**src/adrs_defs.svh**
```systemverilog
// Offsets, field positions, reset values and timing counts of the converter control block
// Notes on behaviour
// Result readable in two bytes after conversion
// Single-ended code is Vin*1024/Vref, unsigned
// Single-ended 0x000 is ground, 0x3ff full
// Differential code is diff*gain*512/Vref
// Differential result in ten-bit two's complement
// Sign bit lands in the high byte
// Left adjust bit picks result justification
// Select register: reference 7:6, adjust 5, input 4:0
// Reference change waits for conversion end
// Reference codes: external, supply, reserved, internal
// No internal reference with external drive
// Shared pins must not toggle mid-conversion
// Toggle enable after sleep before differential
// Same-pin differential reading gives offset
// Left adjust change shows at once
// Input change waits for conversion end
// First conversion 25 cycles, later 13
// Done flag set once result updated
// Active selection loaded at start or completion
// Left adjust: 9:2 high, 1:0 low top
`ifndef ADRS_DEFS_SVH
`define ADRS_DEFS_SVH

`define ADRS_ADDR_SEL 5'h00
`define ADRS_ADDR_CTRL 5'h04
`define ADRS_ADDR_RES_LO 5'h08
`define ADRS_ADDR_RES_HI 5'h0c
`define ADRS_ADDR_ACTIVE 5'h10

`define ADRS_SEL_RESET 8'h00
`define ADRS_SEL_REF_HI 7
`define ADRS_SEL_REF_LO 6
`define ADRS_SEL_LADJ 5
`define ADRS_SEL_IN_HI 4

`define ADRS_CTRL_EN 7
`define ADRS_CTRL_START 6
`define ADRS_CTRL_FLAG 4

`define ADRS_REF_EXT 2'h0
`define ADRS_REF_SUPPLY 2'h1
`define ADRS_REF_RSVD 2'h2
`define ADRS_REF_INT 2'h3

`define ADRS_DIFF_FIRST 5'h08
`define ADRS_DIFF_LAST 5'h1d
`define ADRS_DIFF_FLIP 10'h200

`define ADRS_CYC_FIRST 5'h19
`define ADRS_CYC_NORMAL 5'h0d
`define ADRS_TRIAL_FIRST 5'h0a

`define ADRS_RESP_OKAY 2'h0
`define ADRS_RESP_SLVERR 2'h2

`endif

```
**src/adrs_pkg.sv**
```systemverilog
// Types shared by the converter control block
package adrs_pkg;
    typedef enum logic {
        ADRS_SAR_IDLE = 1'b0,
        ADRS_SAR_RUN = 1'b1
    } adrs_sar_state_e;

    typedef struct packed {
        logic [1:0] ref_sel;
        logic [4:0] input_sel;
    } adrs_sel_s;
endpackage

```
**src/adrs_sar.sv**
```systemverilog
// Successive approximation sequencer for the ten-bit converter
`timescale 1ns/1ps
`include "adrs_defs.svh"
module adrs_sar (
    input wire logic core_clk_in,
    input wire logic rst_in,
    input wire logic start_in,
    input wire logic abort_in,
    input wire logic long_in,
    input wire logic cmp_in,
    output logic [9:0] dac_code_out,
    output logic sample_out,
    output logic busy_out,
    output logic done_out
);
    adrs_pkg::adrs_sar_state_e state_r, state_nxt;
    logic [4:0] cnt_r, cnt_nxt;
    logic [9:0] code_r, code_nxt;
    logic [3:0] bit_r, bit_nxt;
    logic trial_r, trial_nxt;
    logic sample_r, sample_nxt;
    logic done_r, done_nxt;

    always_comb begin
        state_nxt = state_r;
        cnt_nxt = cnt_r;
        code_nxt = code_r;
        bit_nxt = bit_r;
        trial_nxt = 1'b0;
        sample_nxt = 1'b0;
        done_nxt = 1'b0;
        case (state_r)
            adrs_pkg::ADRS_SAR_IDLE: begin
                if (start_in && !abort_in) begin
                    state_nxt = adrs_pkg::ADRS_SAR_RUN;
                    // Whole conversion spans the count down to zero
                    cnt_nxt = (long_in ? `ADRS_CYC_FIRST : `ADRS_CYC_NORMAL) - 5'h01;
                    code_nxt = 10'h000;
                    sample_nxt = 1'b1;
                end
            end
            adrs_pkg::ADRS_SAR_RUN: begin
                if (trial_r && !cmp_in) begin
                    code_nxt[bit_r] = 1'b0;
                end
                if (cnt_r > `ADRS_TRIAL_FIRST) begin
                    sample_nxt = 1'b1;
                end else if (cnt_r != 5'h00) begin
                    bit_nxt = 4'(cnt_r - 5'h01);
                    code_nxt[4'(cnt_r - 5'h01)] = 1'b1;
                    trial_nxt = 1'b1;
                end
                if (abort_in) begin
                    state_nxt = adrs_pkg::ADRS_SAR_IDLE;
                    trial_nxt = 1'b0;
                    sample_nxt = 1'b0;
                end else if (cnt_r == 5'h00) begin
                    state_nxt = adrs_pkg::ADRS_SAR_IDLE;
                    done_nxt = 1'b1;
                end else begin
                    cnt_nxt = cnt_r - 5'h01;
                end
            end
            default: begin
                state_nxt = adrs_pkg::ADRS_SAR_IDLE;
            end
        endcase
    end

    always_ff @(posedge core_clk_in) begin
        if (rst_in) begin
            state_r <= adrs_pkg::ADRS_SAR_IDLE;
            cnt_r <= 5'h00;
            code_r <= 10'h000;
            bit_r <= 4'h0;
            trial_r <= 1'b0;
            sample_r <= 1'b0;
            done_r <= 1'b0;
        end else begin
            state_r <= state_nxt;
            cnt_r <= cnt_nxt;
            code_r <= code_nxt;
            bit_r <= bit_nxt;
            trial_r <= trial_nxt;
            sample_r <= sample_nxt;
            done_r <= done_nxt;
        end
    end

    assign dac_code_out = code_r;
    assign sample_out = sample_r;
    assign busy_out = (state_r == adrs_pkg::ADRS_SAR_RUN);
    assign done_out = done_r;
endmodule

```
**src/adrs_top.sv**
```systemverilog
// Converter control, result formatting and AXI4-Lite register slave
`timescale 1ns/1ps
`include "adrs_defs.svh"
module adrs_top (
    input wire logic core_clk_in,
    input wire logic rst_in,
    input wire logic [31:0] s_axi_awaddr,
    input wire logic s_axi_awvalid,
    output logic s_axi_awready,
    input wire logic [31:0] s_axi_wdata,
    input wire logic [3:0] s_axi_wstrb,
    input wire logic s_axi_wvalid,
    output logic s_axi_wready,
    output logic [1:0] s_axi_bresp,
    output logic s_axi_bvalid,
    input wire logic s_axi_bready,
    input wire logic [31:0] s_axi_araddr,
    input wire logic s_axi_arvalid,
    output logic s_axi_arready,
    output logic [31:0] s_axi_rdata,
    output logic [1:0] s_axi_rresp,
    output logic s_axi_rvalid,
    input wire logic s_axi_rready,
    input wire logic comparator_in,
    output logic [9:0] dac_code_out,
    output logic sample_out,
    output logic [1:0] reference_select_out,
    output logic internal_reference_on_out,
    output logic [4:0] input_select_out
);
    // Input codes in this window are differential pairs
    function automatic logic is_diff(input logic [4:0] sel);
        is_diff = (sel >= `ADRS_DIFF_FIRST) && (sel <= `ADRS_DIFF_LAST);
    endfunction

    function automatic logic [4:0] word_addr(input logic [31:0] addr);
        word_addr = {addr[4:2], 2'b00};
    endfunction

    // Register contents and conversion control state
    logic [7:0] sel_reg_r, sel_reg_nxt;
    logic enable_r, enable_nxt;
    logic first_r, first_nxt;
    logic flag_r, flag_nxt;
    logic [9:0] result_r, result_nxt;
    adrs_pkg::adrs_sel_s active_r, active_nxt;
    logic int_ref_r, int_ref_nxt;
    logic start_r, start_nxt;
    logic long_r, long_nxt;

    // Bus state
    logic aw_got_r, aw_got_nxt;
    logic [4:0] aw_addr_r, aw_addr_nxt;
    logic w_got_r, w_got_nxt;
    logic [7:0] w_data_r, w_data_nxt;
    logic w_lane_r, w_lane_nxt;
    logic bvalid_r, bvalid_nxt;
    logic [1:0] bresp_r, bresp_nxt;
    logic rvalid_r, rvalid_nxt;
    logic [31:0] rdata_r, rdata_nxt;
    logic [1:0] rresp_r, rresp_nxt;
    logic awready_r, awready_nxt;
    logic wready_r, wready_nxt;
    logic arready_r, arready_nxt;

    logic sar_busy;
    logic sar_done;
    logic wr_fire;
    logic busy_view;
    logic [7:0] res_lo;
    logic [7:0] res_hi;

    adrs_sar u_sar (
        .core_clk_in(core_clk_in),
        .rst_in(rst_in),
        .start_in(start_r),
        .abort_in(!enable_r),
        .long_in(long_r),
        .cmp_in(comparator_in),
        .dac_code_out(dac_code_out),
        .sample_out(sample_out),
        .busy_out(sar_busy),
        .done_out(sar_done)
    );

    // Pending start counts as busy so a second start before the run begins is ignored
    assign busy_view = sar_busy || start_r;

    // Byte view follows the live adjust bit, not the one at conversion
    always_comb begin
        if (sel_reg_r[`ADRS_SEL_LADJ]) begin
            res_hi = result_r[9:2];
            res_lo = {result_r[1:0], 6'h00};
        end else begin
            res_hi = {6'h00, result_r[9:8]};
            res_lo = result_r[7:0];
        end
    end

    assign wr_fire = aw_got_r && w_got_r && !bvalid_r;

    // Write channel: address and data taken in either order
    always_comb begin
        aw_got_nxt = aw_got_r;
        aw_addr_nxt = aw_addr_r;
        w_got_nxt = w_got_r;
        w_data_nxt = w_data_r;
        w_lane_nxt = w_lane_r;
        bvalid_nxt = bvalid_r;
        bresp_nxt = bresp_r;
        if (s_axi_awvalid && !aw_got_r && !bvalid_r) begin
            aw_got_nxt = 1'b1;
            aw_addr_nxt = word_addr(s_axi_awaddr);
        end
        if (s_axi_wvalid && !w_got_r && !bvalid_r) begin
            w_got_nxt = 1'b1;
            w_data_nxt = s_axi_wdata[7:0];
            w_lane_nxt = s_axi_wstrb[0];
        end
        if (wr_fire) begin
            aw_got_nxt = 1'b0;
            w_got_nxt = 1'b0;
            bvalid_nxt = 1'b1;
            bresp_nxt = (aw_addr_r == `ADRS_ADDR_SEL || aw_addr_r == `ADRS_ADDR_CTRL) ?
                `ADRS_RESP_OKAY : `ADRS_RESP_SLVERR;
        end
        if (bvalid_r && s_axi_bready) begin
            bvalid_nxt = 1'b0;
        end
    end

    // Register effects and conversion control
    always_comb begin
        sel_reg_nxt = sel_reg_r;
        enable_nxt = enable_r;
        first_nxt = first_r;
        flag_nxt = flag_r;
        result_nxt = result_r;
        active_nxt = active_r;
        start_nxt = 1'b0;
        long_nxt = long_r;
        if (wr_fire && w_lane_r && aw_addr_r == `ADRS_ADDR_SEL) begin
            // Fields land here; the converter only sees the active copy
            sel_reg_nxt = w_data_r;
        end
        if (wr_fire && w_lane_r && aw_addr_r == `ADRS_ADDR_CTRL) begin
            enable_nxt = w_data_r[`ADRS_CTRL_EN];
            if (w_data_r[`ADRS_CTRL_EN] && !enable_r) begin
                first_nxt = 1'b1;
            end
            if (w_data_r[`ADRS_CTRL_FLAG]) begin
                flag_nxt = 1'b0;
            end
            if (w_data_r[`ADRS_CTRL_START] && w_data_r[`ADRS_CTRL_EN] && !busy_view) begin
                start_nxt = 1'b1;
                // Enabling in the same write still gets the long conversion
                long_nxt = first_r || !enable_r;
                first_nxt = 1'b0;
                active_nxt.ref_sel = sel_reg_r[`ADRS_SEL_REF_HI:`ADRS_SEL_REF_LO];
                active_nxt.input_sel = sel_reg_r[`ADRS_SEL_IN_HI:0];
            end
        end
        if (sar_done && enable_r) begin
            // Sign bit of the offset code is flipped for two's complement
            if (is_diff(active_r.input_sel)) begin
                result_nxt = dac_code_out ^ `ADRS_DIFF_FLIP;
            end else begin
                result_nxt = dac_code_out;
            end
            // Set wins over a clear in the same cycle
            flag_nxt = 1'b1;
            // Held selections take effect only now
            active_nxt.ref_sel = sel_reg_nxt[`ADRS_SEL_REF_HI:`ADRS_SEL_REF_LO];
            active_nxt.input_sel = sel_reg_nxt[`ADRS_SEL_IN_HI:0];
        end
    end

    // Only the internal option powers the on-chip reference
    assign int_ref_nxt = (active_nxt.ref_sel == `ADRS_REF_INT);

    // Read channel
    always_comb begin
        rvalid_nxt = rvalid_r;
        rdata_nxt = rdata_r;
        rresp_nxt = rresp_r;
        if (s_axi_arvalid && !rvalid_r) begin
            rvalid_nxt = 1'b1;
            rresp_nxt = `ADRS_RESP_OKAY;
            case (word_addr(s_axi_araddr))
                `ADRS_ADDR_SEL: begin
                    rdata_nxt = {24'h000000, sel_reg_r};
                end
                `ADRS_ADDR_CTRL: begin
                    rdata_nxt = {24'h000000, enable_r, busy_view, 1'b0, flag_r, 4'h0};
                end
                `ADRS_ADDR_RES_LO: begin
                    rdata_nxt = {24'h000000, res_lo};
                end
                `ADRS_ADDR_RES_HI: begin
                    rdata_nxt = {24'h000000, res_hi};
                end
                `ADRS_ADDR_ACTIVE: begin
                    rdata_nxt = {24'h000000, 1'b0, active_r};
                end
                default: begin
                    rdata_nxt = 32'h00000000;
                    rresp_nxt = `ADRS_RESP_SLVERR;
                end
            endcase
        end else if (rvalid_r && s_axi_rready) begin
            rvalid_nxt = 1'b0;
        end
    end

    always_ff @(posedge core_clk_in) begin
        if (rst_in) begin
            sel_reg_r <= `ADRS_SEL_RESET;
            enable_r <= 1'b0;
            first_r <= 1'b0;
            flag_r <= 1'b0;
            result_r <= 10'h000;
            active_r <= '0;
            int_ref_r <= 1'b0;
            start_r <= 1'b0;
            long_r <= 1'b0;
        end else begin
            sel_reg_r <= sel_reg_nxt;
            enable_r <= enable_nxt;
            first_r <= first_nxt;
            flag_r <= flag_nxt;
            result_r <= result_nxt;
            active_r <= active_nxt;
            int_ref_r <= int_ref_nxt;
            start_r <= start_nxt;
            long_r <= long_nxt;
        end
    end

    always_ff @(posedge core_clk_in) begin
        if (rst_in) begin
            aw_got_r <= 1'b0;
            aw_addr_r <= 5'h00;
            w_got_r <= 1'b0;
            w_data_r <= 8'h00;
            w_lane_r <= 1'b0;
            bvalid_r <= 1'b0;
            bresp_r <= `ADRS_RESP_OKAY;
            rvalid_r <= 1'b0;
            rdata_r <= 32'h00000000;
            rresp_r <= `ADRS_RESP_OKAY;
            awready_r <= 1'b1;
            wready_r <= 1'b1;
            arready_r <= 1'b1;
        end else begin
            aw_got_r <= aw_got_nxt;
            aw_addr_r <= aw_addr_nxt;
            w_got_r <= w_got_nxt;
            w_data_r <= w_data_nxt;
            w_lane_r <= w_lane_nxt;
            bvalid_r <= bvalid_nxt;
            bresp_r <= bresp_nxt;
            rvalid_r <= rvalid_nxt;
            rdata_r <= rdata_nxt;
            rresp_r <= rresp_nxt;
            awready_r <= awready_nxt;
            wready_r <= wready_nxt;
            arready_r <= arready_nxt;
        end
    end

    // Ready registered from the next holding state: same timing, clean flop output
    assign awready_nxt = !aw_got_nxt && !bvalid_nxt;
    assign wready_nxt = !w_got_nxt && !bvalid_nxt;
    assign arready_nxt = !rvalid_nxt;
    assign s_axi_awready = awready_r;
    assign s_axi_wready = wready_r;
    assign s_axi_bvalid = bvalid_r;
    assign s_axi_bresp = bresp_r;
    assign s_axi_arready = arready_r;
    assign s_axi_rvalid = rvalid_r;
    assign s_axi_rdata = rdata_r;
    assign s_axi_rresp = rresp_r;

    // Analog side sees only the active copy, never a mid-conversion edit
    assign reference_select_out = active_r.ref_sel;
    assign internal_reference_on_out = int_ref_r;
    assign input_select_out = active_r.input_sel;
endmodule

```
**config.mk**
```make
export PLATFORM = sky130hd
export DESIGN_NAME = adrs_top
export DESIGN_NICKNAME = d
export VERILOG_FILES = /design/src/adrs_pkg.sv /design/src/adrs_sar.sv /design/src/adrs_top.sv
export VERILOG_INCLUDE_DIRS = /design/src
export SDC_FILE = /design/constraint.sdc
export NUM_CORES = 1
export LEC_CHECK = 0
export ABC_CLOCK_PERIOD_IN_PS = 2000
export BUFFER_PORTS_ARGS = -buffer_cell sky130_fd_sc_hd__buf_4
export CORE_MARGIN = 8
export CORE_UTILIZATION = 28
export CTS_BUF_LIST = sky130_fd_sc_hd__clkbuf_8
export DETAILED_ROUTE_END_ITERATION = 16
export RECOVER_POWER = 50
export SYNTH_ARGS = -nofsm -noshare
export SYNTH_HDL_FRONTEND = slang
export SYNTH_SLANG_ARGS = --single-unit
```
**constraint.sdc**
```tcl
create_clock -name core_clk_in -period 2 [get_ports core_clk_in]
set_input_delay 0.3 -clock core_clk_in [delete_from_list [all_inputs] [get_ports core_clk_in]]
set_output_delay 0.3 -clock core_clk_in [all_outputs]
set_load 0.01 [all_outputs]
```
==> results.json <==
{
  "run_status": "complete, no violations",
  "path_class": "reg -> reg",
  "postCtsHoldBufs": 0,
  "path_max_fanout": 6,
  "setup-tns-final_ns": 0,
  "ys_async_sr_fraction_pct": 0,
  "worstHoldPathCells": 3,
  "syn_inst": 462,
  "critPathCapture": "input_select_out[0]",
  "antenna_cells": 0,
  "finalHoldViolations": 0,
  "boundaryPins": 168,
  "max_cap_violations": 0,
  "clock-sinks": 83,
  "power_mw": 3.26,
  "grt_pass1_wl_um": 17000,
  "startpoint_type": "flip-flop",
  "area_growth_pct": 17.7,
  "max_freq_ghz": 0.530,
  "cts_made_buffers": 9,
  "gp_congestion": 0.841,
  "wirelength_um": 10300,
  "ys_ff_latch": 83,
  "placementRows": 43,
  "die_w_um": 135,
  "portBuffers": 56,
  "r2r_start": "w_lane_r",
  "leakage_nw": 1.75,
  "grt_start_max_net_pins": 28,
  "tightest_slew_ns": 0.680,
  "fin_skew_ns": 0.00856,
  "grt_pass1_vias": 3446,
  "postRouteAntennaNets": 0,
  "drive_above_1_share_pct": 12.3,
  "cts-root-buf": "clkbuf_8",
  "fin_nets": 639,
  "die_area_mm2": 0.0181,
  "reg2reg_slack_ns": 0.11,
  "htreeDepth": 3,
  "core_mm2": 0.0138,
  "final_cell_mix": "83 x dfxtp_1, 43 x nor2_1, 43 x nand2_1",
  "synth_warnings": 0,
  "seq_area_mm2": 0.00166,
  "ys_seq_area_share_pct": 42.1,
  "place_inst": 693,
  "cts_tree": "done",
  "peakVddDrop_mv": 0.316,
  "start_util_pct": 28.5,
  "synthFlopType": "dfxtp_1",
  "num_vias": 3453,
  "drt_drc_violations_left": 0,
  "viasPerCell": 4.87,
  "fin_cells": 709,
  "min_period_ns": 1.89,
  "r2r_end": "input_select_out[0]",
  "powerDensity_mw_per_mm2": 702,
  "avgRoutedWirePerCell_um": 14.6,
  "finalWorstSetupSlack_ns": 0.113,
  "drv_slew": 0,
  "layout.cells.most_common": "dfxtp_1",
  "ys_types": 54,
  "avgSynthCellArea_um2": 8.54,
  "first_pass_iters": 4,
  "grt_setup_unrepaired": "false",
  "drt-initial-drc-count": 186,
  "die_y_um": 135,
  "worstSetupStartpoint": "w_lane_r",
  "dp_slack_ns": 0.0651,
  "fin_crit_sh_pct": 94.3,
  "required_ns": 2.27,
  "critPathCaptureType": "flip-flop",
  "slew_headroom_pct": 54.7,
  "synth_edf_count": 0,
  "setup_viol_count_final": 0,
  "rr_worst_depth": 5,
  "track_usage_pct": 11.5,
  "cp.arrival_ns": 2.15,
  "clockBufferDepth": 2,
  "hold_class": "in -> reg",
  "multiInputGateArea_mm2": 0.00204,
  "synth_area_mm2": 0.00394,
  "hpwl_um": 7930,
  "antenna_found_initial": 0,
  "n_fill_cell": 1429,
  "clk_pin_slew_ns": 0.08,
  "clk_latency_ns": 0.35,
  "overflow": 0
}
synthesized netlist by cell type (all sizes together), types with 9 or more instances:
| cell | n | share of area [%] |
|---|---|---|
| a211oi | 14 | 2.7 |
| a21oi | 36 | 4.6 |
| buf | 27 | 5.2 |
| clkbuf | 26 | 2.5 |
| dfxtp | 83 | 42 |
| inv | 14 | 1.3 |
| mux2i | 20 | 5.1 |
| nand2 | 43 | 4.1 |
| nand2b | 10 | 1.6 |
| nor2 | 43 | 4.1 |
| nor2b | 9 | 1.4 |
| nor3 | 9 | 1.1 |
| o21ai | 21 | 2.7 |
per-layer routing:
metal | wire (µm) | global-route usage (%) | up-vias
li1 | - | - | 1716
met1 | 4650 | 14.1 | 1609
met2 | 4840 | 18.9 | 113
met3 | 656 | 2.82 | 15
met4 | 193 | 4.74 | 0
met5 | 0 | 0 | -
flip-flops by register name, indices dropped and copies added (netlist names), 2 cells and up:
signal and flops:
result_r 10, u_sar.dac_code_out 10, s_axi_rdata 8, sel_reg_r 8
w_data_r 8, input_select_out 5, u_sar.cnt_r 5, u_sar.bit_r 4
aw_addr_r 3, reference_select_out 2
through the flow:
| stage | hold WS [ns] | instance area [µm²] | util [%] |
|---|---|---|---|
| after detailed placement | 0.452 | 4560 | 33.0 |
| after global placement | 0.443 | 4560 | 33.0 |
| after CTS | 0.156 | 4760 | 34.4 |
| after global routing | 0.165 | 4640 | 33.6 |
| final | 0.175 | 4640 | 33.6 |
| after floorplan | 0.427 | 4040 | - |
layout make-up:
class / count / area share, %
multi-input cells: 337 / 44.0
flip-flops and latches: 83 / 35.8
repair buffers: 80 / 9.78
well taps: 180 / 4.85
clock buffers: 9 / 2.67
clock inverters: 6 / 1.78
inverters: 14 / 1.13
where the power goes:
| group | switching (mW) | leakage [nW] | total (mW) | internal, mW |
|---|---|---|---|---|
| sequential | 0.0258 | 0.674 | 1.72 | 1.69 |
| clock | 0.594 | 0.110 | 1.28 | 0.690 |
| combinational | 0.160 | 0.966 | 0.258 | 0.0985 |
| total | 0.780 | 1.75 | 3.26 | 2.48 |
worst max-delay path, stage by stage (launching register included):
cell and delay [ns]:
dfxtp_1 0.36, or3b_4 0.41, or4_4 0.48, buf_4 0.20
mux2i_1 0.12, a211oi_1 0.23
what timing repair did:
action,4_1_cts,5_1_grt
hold endpoints to repair,0,0
setup buffers,0,1
setup endpoints to repair,0,21
gates resized for setup,0,4
worst min path at each step:
stage / to / from / slack (ns)
floorplan: long_r / long_r / 0.43
global placement: long_r / long_r / 0.44
detailed placement: s_axi_rdata[7] / s_axi_rdata[7] / 0.45
CTS: aw_addr_r[2] / s_axi_awaddr[2] / 0.16
global route: aw_addr_r[2] / s_axi_awaddr[2] / 0.17
finish: aw_addr_r[2] / s_axi_awaddr[2] / 0.17
cells by family (layout without fill, tap and decap cells):
logic type | after synthesis | after routing | synth area share (%)
buffers and inverters | 67 | 109 | 9.04
xor gates and xnor gates | 2 | 2 | 0.444
other | 1 | 26 | 0.0951
muxes | 23 | 23 | 6.03
adders and majority gates | 6 | 6 | 1.90
and+or+nand+nor | 157 | 157 | 20.0
DFF | 83 | 83 | 42.1
AOI/OAI and AO/OA | 123 | 123 | 20.4
No activity file was read; power rests on OpenSTA's default activity.
